===== src/tc16_defs.svh =====
// register offsets, field positions, reset values and prescale counts
`ifndef TC16_DEFS_SVH
`define TC16_DEFS_SVH

// byte addresses of the registers on the bus
`define OFS_CTRL_A   8'h00
`define OFS_CTRL_B   8'h04
`define OFS_CNT_LO   8'h08
`define OFS_CNT_HI   8'h0C
`define OFS_CMPA_LO  8'h10
`define OFS_CMPA_HI  8'h14
`define OFS_CMPB_LO  8'h18
`define OFS_CMPB_HI  8'h1C
`define OFS_CAP_LO   8'h20
`define OFS_CAP_HI   8'h24
`define OFS_FLAGS    8'h28

// field positions
`define CTRL_A_WGM_LSB 0
`define CTRL_B_SEL_LSB 0
`define CTRL_B_WGM_LSB 3
`define FLAG_OVF_BIT   0

// reset values
`define RST_BYTE  8'h00
`define RST_WORD  16'h0000

// fixed counter limits
`define CNT_MAX   16'hFFFF
`define TOP_8BIT  16'h00FF
`define TOP_9BIT  16'h01FF
`define TOP_10BIT 16'h03FF

// prescaler divide counts, minus one, on a 10-bit divider
`define DIV_8    10'h007
`define DIV_64   10'h03F
`define DIV_256  10'h0FF
`define DIV_1024 10'h3FF

// bus responses
`define RESP_OKAY   2'h0
`define RESP_SLVERR 2'h2

`endif


===== src/tc16_pkg.sv =====
// types shared by the 16-bit timer counter block
package tc16_pkg;

    // signals from the bus master
    typedef struct packed {
        logic [7:0] awaddr;
        logic awvalid;
        logic [31:0] wdata;
        logic [3:0] wstrb;
        logic wvalid;
        logic bready;
        logic [7:0] araddr;
        logic arvalid;
        logic rready;
    } axi_req_t;

    // signals back to the bus master
    typedef struct packed {
        logic awready;
        logic wready;
        logic bvalid;
        logic [1:0] bresp;
        logic arready;
        logic rvalid;
        logic [31:0] rdata;
        logic [1:0] rresp;
    } axi_rsp_t;

    // counter status shown to the waveform logic
    typedef struct packed {
        logic [15:0] count_value;
        logic count_at_top;
        logic count_at_bottom;
        logic overflow_flag;
    } cnt_status_t;

endpackage


===== src/tc16_counter.sv =====
// 16-bit timer counter with shared high-byte holding register
`timescale 1ns/1ps
`include "tc16_defs.svh"

// Function
// one shared 8-bit upper-byte holding register
// low-byte write loads held byte plus low
// low-byte read copies upper byte to holder
// compare reads return both bytes, holder untouched
// counter upper location accesses the holder
// software writes high first, reads low first
// software masks interrupts during two-byte access
// holder may be reused across several writes
// counter seen as two 8-bit locations
// 16-bit counter clears, increments or decrements
// three-bit tick select, zero stops counter
// count readable and writable while stopped
// processor write beats count operations
// mode field split across both controls
// top and bottom indications from counter
// overflow flag set per selected mode
// max all ones, top fixed or register
// reset clears count, holder and select
module tc16_counter import tc16_pkg::*; (
    input wire logic core_clk,
    input wire logic rst_n,
    input wire axi_req_t axi_req,
    output axi_rsp_t axi_rsp,
    input wire logic ext_tick_pin,
    output cnt_status_t cnt_status
);

    // -------------------------------------------------------------
    // state
    // -------------------------------------------------------------
    typedef struct packed {
        axi_rsp_t rsp;
        logic [7:0] ctrl_a;
        logic [7:0] ctrl_b;
        logic [7:0] hold;
        logic [15:0] count;
        logic [15:0] cmpa;
        logic [15:0] cmpb;
        logic [15:0] cap;
        logic dir_down;
        logic [9:0] presc;
        logic ext_s1;
        logic ext_s2;
        logic ext_s3;
        cnt_status_t stat;
    } state_t;

    state_t st_reg;
    state_t st_next;

    logic wr_fire;
    logic rd_fire;
    logic [7:0] wbyte;
    logic wr_en;
    logic [2:0] sel;
    logic [3:0] mode;
    logic [15:0] top;
    logic tick;
    logic cnt_write;
    logic ext_rise;
    logic ext_fall;
    logic [15:0] cnt_new;
    logic ovf_set;
    logic rd_ok;
    logic [7:0] rd_byte;

    // -------------------------------------------------------------
    // decode of modes and limits
    // -------------------------------------------------------------
    // mode bits live in both control registers
    assign mode = {st_reg.ctrl_b[`CTRL_B_WGM_LSB +: 2],
                   st_reg.ctrl_a[`CTRL_A_WGM_LSB +: 2]};
    assign sel = st_reg.ctrl_b[`CTRL_B_SEL_LSB +: 3];

    // sequence top per mode; reserved mode runs like normal
    always_comb begin
        unique case (mode)
            4'd1, 4'd5: top = `TOP_8BIT;
            4'd2, 4'd6: top = `TOP_9BIT;
            4'd3, 4'd7: top = `TOP_10BIT;
            4'd4, 4'd9, 4'd11, 4'd15: top = st_reg.cmpa;
            4'd8, 4'd10, 4'd12, 4'd14: top = st_reg.cap;
            default: top = `CNT_MAX;
        endcase
    end

    // -------------------------------------------------------------
    // tick selection
    // -------------------------------------------------------------
    // edges are taken only from the second and third sync stages
    assign ext_rise = st_reg.ext_s2 & ~st_reg.ext_s3;
    assign ext_fall = ~st_reg.ext_s2 & st_reg.ext_s3;

    always_comb begin
        unique case (sel)
            3'd0: tick = 1'b0;
            3'd1: tick = 1'b1;
            3'd2: tick = (st_reg.presc[2:0] == 3'h7);
            3'd3: tick = (st_reg.presc[5:0] == 6'h3F);
            3'd4: tick = (st_reg.presc[7:0] == 8'hFF);
            3'd5: tick = (st_reg.presc == `DIV_1024);
            3'd6: tick = ext_fall;
            3'd7: tick = ext_rise;
        endcase
    end

    // -------------------------------------------------------------
    // bus handshakes
    // -------------------------------------------------------------
    assign wr_fire = axi_req.awvalid & axi_req.wvalid
                     & st_reg.rsp.awready & st_reg.rsp.wready;
    assign rd_fire = axi_req.arvalid & st_reg.rsp.arready;
    assign wbyte = axi_req.wdata[7:0];
    assign wr_en = wr_fire & axi_req.wstrb[0];
    assign cnt_write = wr_en & (axi_req.awaddr == `OFS_CNT_LO);

    // read data mux; the upper counter and capture bytes come from
    // the holder, compare upper bytes come straight from the register
    always_comb begin
        rd_ok = 1'b1;
        unique case (axi_req.araddr)
            `OFS_CTRL_A: rd_byte = st_reg.ctrl_a;
            `OFS_CTRL_B: rd_byte = st_reg.ctrl_b;
            `OFS_CNT_LO: rd_byte = st_reg.count[7:0];
            `OFS_CNT_HI: rd_byte = st_reg.hold;
            `OFS_CMPA_LO: rd_byte = st_reg.cmpa[7:0];
            `OFS_CMPA_HI: rd_byte = st_reg.cmpa[15:8];
            `OFS_CMPB_LO: rd_byte = st_reg.cmpb[7:0];
            `OFS_CMPB_HI: rd_byte = st_reg.cmpb[15:8];
            `OFS_CAP_LO: rd_byte = st_reg.cap[7:0];
            `OFS_CAP_HI: rd_byte = st_reg.hold;
            `OFS_FLAGS: rd_byte = {7'h00, st_reg.stat.overflow_flag};
            default: begin
                rd_byte = `RST_BYTE;
                rd_ok = 1'b0;
            end
        endcase
    end

    // -------------------------------------------------------------
    // counting step
    // -------------------------------------------------------------
    // phase-correct modes bounce; all others wrap at top
    always_comb begin
        cnt_new = st_reg.count;
        ovf_set = 1'b0;
        if (tick) begin
            unique case (mode)
                4'd1, 4'd2, 4'd3, 4'd8, 4'd9, 4'd10, 4'd11: begin
                    if (st_reg.dir_down) begin
                        cnt_new = (st_reg.count == `RST_WORD)
                                  ? 16'h0001 : st_reg.count - 16'h0001;
                        ovf_set = (st_reg.count == `RST_WORD);
                    end else begin
                        cnt_new = (st_reg.count >= top)
                                  ? st_reg.count - 16'h0001
                                  : st_reg.count + 16'h0001;
                    end
                end
                4'd5, 4'd6, 4'd7, 4'd14, 4'd15: begin
                    cnt_new = (st_reg.count == top) ? `RST_WORD
                              : st_reg.count + 16'h0001;
                    ovf_set = (st_reg.count == top);
                end
                default: begin
                    // normal and clear-on-match: overflow at max
                    cnt_new = (st_reg.count == top) ? `RST_WORD
                              : st_reg.count + 16'h0001;
                    ovf_set = (st_reg.count == `CNT_MAX);
                end
            endcase
        end
    end

    // -------------------------------------------------------------
    // next state
    // -------------------------------------------------------------
    always_comb begin
        st_next = st_reg;
        // synchroniser and prescaler
        st_next.ext_s1 = ext_tick_pin;
        st_next.ext_s2 = st_reg.ext_s1;
        st_next.ext_s3 = st_reg.ext_s2;
        st_next.presc = (sel == 3'd0) ? 10'h000
                        : st_reg.presc + 10'h001;

        // write channel: both readies pulse together for one cycle
        st_next.rsp.awready = 1'b0;
        st_next.rsp.wready = 1'b0;
        if (axi_req.awvalid & axi_req.wvalid & ~st_reg.rsp.bvalid
            & ~st_reg.rsp.awready) begin
            st_next.rsp.awready = 1'b1;
            st_next.rsp.wready = 1'b1;
        end
        if (st_reg.rsp.bvalid & axi_req.bready) begin
            st_next.rsp.bvalid = 1'b0;
        end

        // read channel: one ready pulse, data the cycle after
        st_next.rsp.arready = 1'b0;
        if (axi_req.arvalid & ~st_reg.rsp.rvalid
            & ~st_reg.rsp.arready) begin
            st_next.rsp.arready = 1'b1;
        end
        if (st_reg.rsp.rvalid & axi_req.rready) begin
            st_next.rsp.rvalid = 1'b0;
        end

        // counter runs first so a processor write can override it
        st_next.count = cnt_new;
        if (tick) begin
            if (mode inside {4'd1, 4'd2, 4'd3, 4'd8, 4'd9, 4'd10, 4'd11}) begin
                if (st_reg.dir_down & st_reg.count == `RST_WORD) begin
                    st_next.dir_down = 1'b0;
                end else if (~st_reg.dir_down & st_reg.count >= top) begin
                    st_next.dir_down = 1'b1;
                end
            end else begin
                st_next.dir_down = 1'b0;
            end
        end

        // read side effect: low byte copies upper byte into holder
        if (rd_fire) begin
            st_next.rsp.rvalid = 1'b1;
            st_next.rsp.rdata = {24'h000000, rd_byte};
            st_next.rsp.rresp = rd_ok ? `RESP_OKAY : `RESP_SLVERR;
            if (axi_req.araddr == `OFS_CNT_LO) begin
                st_next.hold = st_reg.count[15:8];
            end else if (axi_req.araddr == `OFS_CAP_LO) begin
                st_next.hold = st_reg.cap[15:8];
            end
        end

        // writes; a holder write in the same cycle beats the read copy
        if (wr_fire) begin
            st_next.rsp.bvalid = 1'b1;
            st_next.rsp.bresp = rd_ok_w(axi_req.awaddr) ? `RESP_OKAY
                                : `RESP_SLVERR;
        end
        if (wr_en) begin
            unique case (axi_req.awaddr)
                `OFS_CTRL_A: st_next.ctrl_a = wbyte;
                `OFS_CTRL_B: st_next.ctrl_b = wbyte;
                `OFS_CNT_LO: st_next.count = {st_reg.hold, wbyte};
                `OFS_CMPA_LO: st_next.cmpa = {st_reg.hold, wbyte};
                `OFS_CMPB_LO: st_next.cmpb = {st_reg.hold, wbyte};
                `OFS_CAP_LO: begin
                    // capture is writable only when it sets the top
                    if (mode inside {4'd8, 4'd10, 4'd12, 4'd14}) begin
                        st_next.cap = {st_reg.hold, wbyte};
                    end
                end
                `OFS_CNT_HI, `OFS_CMPA_HI, `OFS_CMPB_HI,
                `OFS_CAP_HI: st_next.hold = wbyte;
                default: ;
            endcase
        end

        // overflow flag: write one clears, a new overflow wins
        if (wr_en & axi_req.awaddr == `OFS_FLAGS
            & wbyte[`FLAG_OVF_BIT]) begin
            st_next.stat.overflow_flag = 1'b0;
        end
        if (ovf_set & ~cnt_write) begin
            st_next.stat.overflow_flag = 1'b1;
        end

        // status outputs follow the next count so they stay aligned
        st_next.stat.count_value = st_next.count;
        st_next.stat.count_at_top = (st_next.count == top);
        st_next.stat.count_at_bottom = (st_next.count == `RST_WORD);
    end

    // write address check, same map as reads
    function automatic logic rd_ok_w(input logic [7:0] a);
        rd_ok_w = (a <= `OFS_FLAGS) & (a[1:0] == 2'b00);
    endfunction

    // -------------------------------------------------------------
    // registers
    // -------------------------------------------------------------
    // every field except the bottom indication resets to zero, so the counter starts stopped
    always_ff @(posedge core_clk or negedge rst_n) begin
        if (!rst_n) begin
            st_reg <= '0;
            st_reg.stat.count_at_bottom <= 1'b1;
        end else begin
            st_reg <= st_next;
        end
    end

    assign axi_rsp = st_reg.rsp;
    assign cnt_status = st_reg.stat;
endmodule // tc16_counter


===== config.mk =====
export PLATFORM = sky130hd
export DESIGN_NAME = tc16_counter
export DESIGN_NICKNAME = d
export VERILOG_FILES = /design/src/tc16_pkg.sv /design/src/tc16_counter.sv
export VERILOG_INCLUDE_DIRS = /design/src /design/src/src
export SDC_FILE = /design/constraint.sdc
export NUM_CORES = 1
export LEC_CHECK = 0
export BUFFER_PORTS_ARGS = -buffer_cell sky130_fd_sc_hd__buf_2
export CELL_PAD_IN_SITES_DETAIL_PLACEMENT = 0
export CELL_PAD_IN_SITES_GLOBAL_PLACEMENT = 1
export CORE_MARGIN = 2
export CORE_UTILIZATION = 44
export DETAILED_ROUTE_END_ITERATION = 8
export PLACE_DENSITY = 0.78
export SLEW_MARGIN = 5
export SYNTH_ARGS = -nofsm -noshare
export SYNTH_HDL_FRONTEND = slang
export SYNTH_SLANG_ARGS = --single-unit

===== constraint.sdc =====
create_clock -name core_clk -period 5.35 [get_ports core_clk]
set_input_delay 0 -clock core_clk [delete_from_list [all_inputs] [get_ports core_clk]]
set_output_delay 0 -clock core_clk [all_outputs]
set_load 0.02 [all_outputs]

# ---- Word-level counts from Yosys, hierarchy flattened
# Cells that the tools add are included.
dict set report totals {
  ramBits 0
  latch_bits 0
  out_inout_bits 60
  mem_bits_ro 0
  register_bits 122
  n_memories 0
  inputBits 60
}
dict set report op_classes {
  n_eq_ne 49
  reduce_logical 27
  multipliers 0
  div 0
  addsub 3
  shifts 0
  mux 37
  n_lt_le_gt_ge 2
  bitwise_logic 28
}
# cell count
set op_table {}
lappend op_table {{2-to-1 mux 16 bit} 11}
lappend op_table {{case mux 16 bit (5 select lines)} 1}
lappend op_table {{case mux 8 bit (10 select lines)} 1}
lappend op_table {{2-to-1 mux 72 bit} 1}
lappend op_table {{== test 8 x 5 -> 1 bit (second input constant)} 8}
lappend op_table {{== test 8 x 6 -> 1 bit (second input constant)} 6}
lappend op_table {{2-to-1 mux 35 bit} 1}
lappend op_table {{== test 16 bit} 2}
lappend op_table {{== test 8 x 4 -> 1 bit (second input constant)} 4}
lappend op_table {{logical NOT 16 bit} 2}
lappend op_table {{2-to-1 mux 8 bit} 4}
lappend op_table {{== test 4 bit (second input constant)} 7}
lappend op_table {{AND 1 bit} 20}
lappend op_table {{adder 16 x 1 -> 16 bit (second input constant)} 1}
lappend op_table {{== test 16 bit (second input constant)} 1}
lappend op_table {{== test 4 x 3 -> 1 bit (second input constant)} 4}
lappend op_table {{== test 8 x 3 -> 1 bit (second input constant)} 2}
lappend op_table {{greater-or-equal comparator 16 bit} 1}
lappend op_table {{logical NOT 8 bit} 2}
lappend op_table {{subtractor 16 x 1 -> 16 bit (second input constant)} 1}
lappend op_table {{== test 3 bit (second input constant)} 5}
lappend op_table {{OR reduction 4 bit} 3}
lappend op_table {{2-to-1 mux 1 bit} 11}
lappend op_table {{OR reduction 11 bit} 1}
lappend op_table {{26 further kinds} 46}

# ---- Depth between registers and ports, before layout
dict set report logic_depth {
  ltp_word 11
  mapped_depth 18
  depth_no_buf 15
}

# ---- Worst setup path after synthesis
# No wires, ideal clock.
dict set report synth_path {
  kind {register -> register}
  from {register st_reg (netlist bit mode[0])}
  to {register st_reg (netlist bit cnt_status[2])}
  t_arrival_ns 4.405
  slack_ns 0.851
  setup_time_ns 0.094
  stages_incl_launch_ff 17
  n_path_buf 3
  t_required_ns 5.256
  path_cell_list {dfrtp_1 > clkbuf_1 > clkbuf_1 > a21oi_1 > a211oi_1 > ha_1 > nand4_2 > nor2_1 > o31a_2 > or4_4 > buf_6 > a221oi_2 > nor2_1 > a221oi_2 > nand3_1 > or4_4 > nor4b_4}
}
# element line
set synth_rtl {}
lappend synth_rtl {{start: declaration} tc16_counter.sv:53} ;# state_t st_reg;
lappend synth_rtl {{start signal: assignment} tc16_counter.sv:294} ;# st_reg <= st_next;

==> impl_metrics.ini <==
[outcome]
outcome = finished clean

[final_layout]
diodes = 0
area_growth_pct = 14.0
final_core_util_pct = 51.1
layout.nets = 1021
multi_input_area_um2 = 4440
num-fill-cells = 1685
regArea_um2 = 2980
drive_gt1_share_pct = 22.6
largest_reg_flops = 77

[global_routing]
grt_max_degree = 72
grt.total_usage_pct = 27.1
antenna_found_initial = 0
grt_pass1_vias = 6982
gr-total-overflow = 0
grt_first_pass_wirelength_um = 40000

[sta]
max_slew.worst_pin.slew_ns = 1.19
hold_slack_ns = 0.0464
period_share_pct = 94.4
setup_tns_ns = 0
finalClockSkew_ns = 0.00688
rsz0062_at_grt = no
clock.fmax_mhz = 198
setup_violations = 0
finalMaxSlewViolations = 0
finalHoldViolCount = 0
slew_headroom_pct = 20.2
min_period_ns = 5.05

[floorplan]
die_x_um = 139
core-area_um2 = 17900
die_y_um = 139
start_util_pct = 44.8
pin_count = 120
rows = 49
dieArea_um2 = 19300

[logic_synthesis]
yosys.cell_types.count = 78
yosys_most_used_dff = dfrtp_1
synth.ff_latch_count = 119
seq_area_frac_synth_pct = 37.2
syn_avg_cell_area_um2 = 9.04
syn_area_um2 = 8020
synthTopCellsByCount = dfrtp_1, nand2_1, buf_4, mux2_2, o21ai_0
yosysTopAreaCellShare_pct = 36.8
netlist_instances = 887
yosys_warnings = 0
synth_most_common_cell = dfrtp_1
synthArstFlopShare_pct = 100
yosys-top-cells-area = dfrtp_1, mux2_2, buf_4
yosys.area.top_type = dfrtp_1
synth_edf_count = 0

[power_and_ir_drop]
peakVddDrop_mv = 0.177
power_density_nw_per_um2 = 335
p_leak_nw = 4.08

[worst_setup_path]
worstPathArrival_ns = 5.38
end_kind = flip-flop
critPathKind = reg -> reg
start_kind = flip-flop
worst-endpoint-required_ns = 5.68
critPathMaxFanout = 14

[placed_design]
port_buffers = 66
place_hpwl_um = 18000
place_congestion = 0.942

[clock_tree]
path_clk_slew_ns = 0.06
htree_levels = 4
cts_sinks = 119
cts_setup_buffers = 0
cts_root_buf = clkbuf_16
cts_tree = built
clk_path_buf_depth = 2
cts_inserted_buffers = 17
clk_latency_ns = 0.42

[detailed_routing]
ant_nets = 0
remaining_drc_errors = 0
vias = 7104
drt_iter0_drc = 642
viasPerCell = 6.01
dr.pass1.iters = 5
finalWirelength_um = 25900
wire_per_inst_um = 21.9

[hold_path]
hold_path_class = in -> reg

[flow_run]
maxCapViolations = 0
==> critical path, cell delays in order (launching register included) <==
cell	delay [ns]
dfrtp_1	0.58
nor3_2	0.15
a21o_1	0.20
a211oi_1	0.61
ha_1	0.39
nand4_2	0.17
nor2_1	0.07
o31a_2	0.34
or4_4	0.65
a221oi_2	0.46
nor2_1	0.13
a221oi_2	0.28
nand3_1	0.11
or4_4	0.56
nor4b_4	0.26
==> through the flow <==
stage	setup WS, ns	instance area [um2]	instances	total power [mW]
floorplan	0.851	8110	912	1.65
global placement	0.214	8330	1132	1.87
detailed placement	0.175	8330	1132	1.87
CTS	0.190	9130	1183	3.06
global route	0.0343	9140	1183	3.19
finish	0.297	9140	1183	3.06
==> power breakdown <==
group	internal, mW	leakage [nW]	switching (mW)
Combinational	0.285	2.22	0.485
Sequential	0.981	1.57	0.142
Clock	0.747	0.291	0.423
==> layer usage <==
metal  track usage (%)  part of all wire [%]  up-vias
met5                 0                     0        -
met4              12.1                   3.4        0
met3              5.42                   6.2       57
met2              42.3                    46      276
met1              36.5                    44     3499
li1                  -                     -     3272
==> final timing paths <==
check                                 startpoint                   endpoint  slack (ns)  depth (start not counted)
setup / recovery             mode[3]$_DFFE_PN0P_    cnt_status[2]$_DFF_PN0_        0.30                         14
hold / removal                       axi_req[53]  cnt_status[0]$_DFFE_PN0P_        0.05                          5
setup reg to reg             mode[3]$_DFFE_PN0P_    cnt_status[2]$_DFF_PN0_        0.30                         14
hold reg to reg            st_next[20]$_DFF_PN0_      st_next[19]$_DFF_PN0_        0.36                          0
max in group asynchronous                  rst_n      st_reg[101]$_DFF_PN0_        3.80                          3
min in group asynchronous                  rst_n       st_reg[25]$_DFF_PN0_        0.15                          2
==> kinds of logic after synthesis <==
| kind of cell | synth area share [%] |
|---|---|
| AOI/OAI and AO/OA | 17.8 |
| buffers and inverters | 8.82 |
| DFF | 37.2 |
| xor gates and xnor gates | 3.06 |
| and+or+nand+nor | 20.3 |
| muxes | 9.69 |
| other | 0.0468 |
| adders and majority gates | 3.12 |
==> what timing repair did <==
item | CTS | global route
resized for setup | 0 | 1
endpoints found under the hold margin | 63 | 0
hold buffers | 19 | 0
endpoints found under the setup margin | 0 | 2
==> final cells by class <==
class | instances | share of cell area, %
tap | 229 | 3.13
sequential | 119 | 32.6
multi-input combinational | 669 | 48.6
inverter | 18 | 0.739
timing repair buffer | 116 | 8.27
clock inverter | 10 | 1.29
clock buffer | 22 | 5.41
==> cell usage in the layout, fill, tap and decap left out, types with 18 or more instances in the layout <==
cell type and instances:
nand3_1 30, ha_1 20, dfrtp_1 118, a22oi_1 25, nor2_1 57, xnor2_1 18
nand4_1 18, inv_1 18, buf_2 65, nor3_1 20, conb_1 26, dlygate4sd3_1 19
mux2_2 61, buf_4 32, a21oi_1 44, nand2_1 102, o21ai_0 59
(Power assumes the default switching activity.)
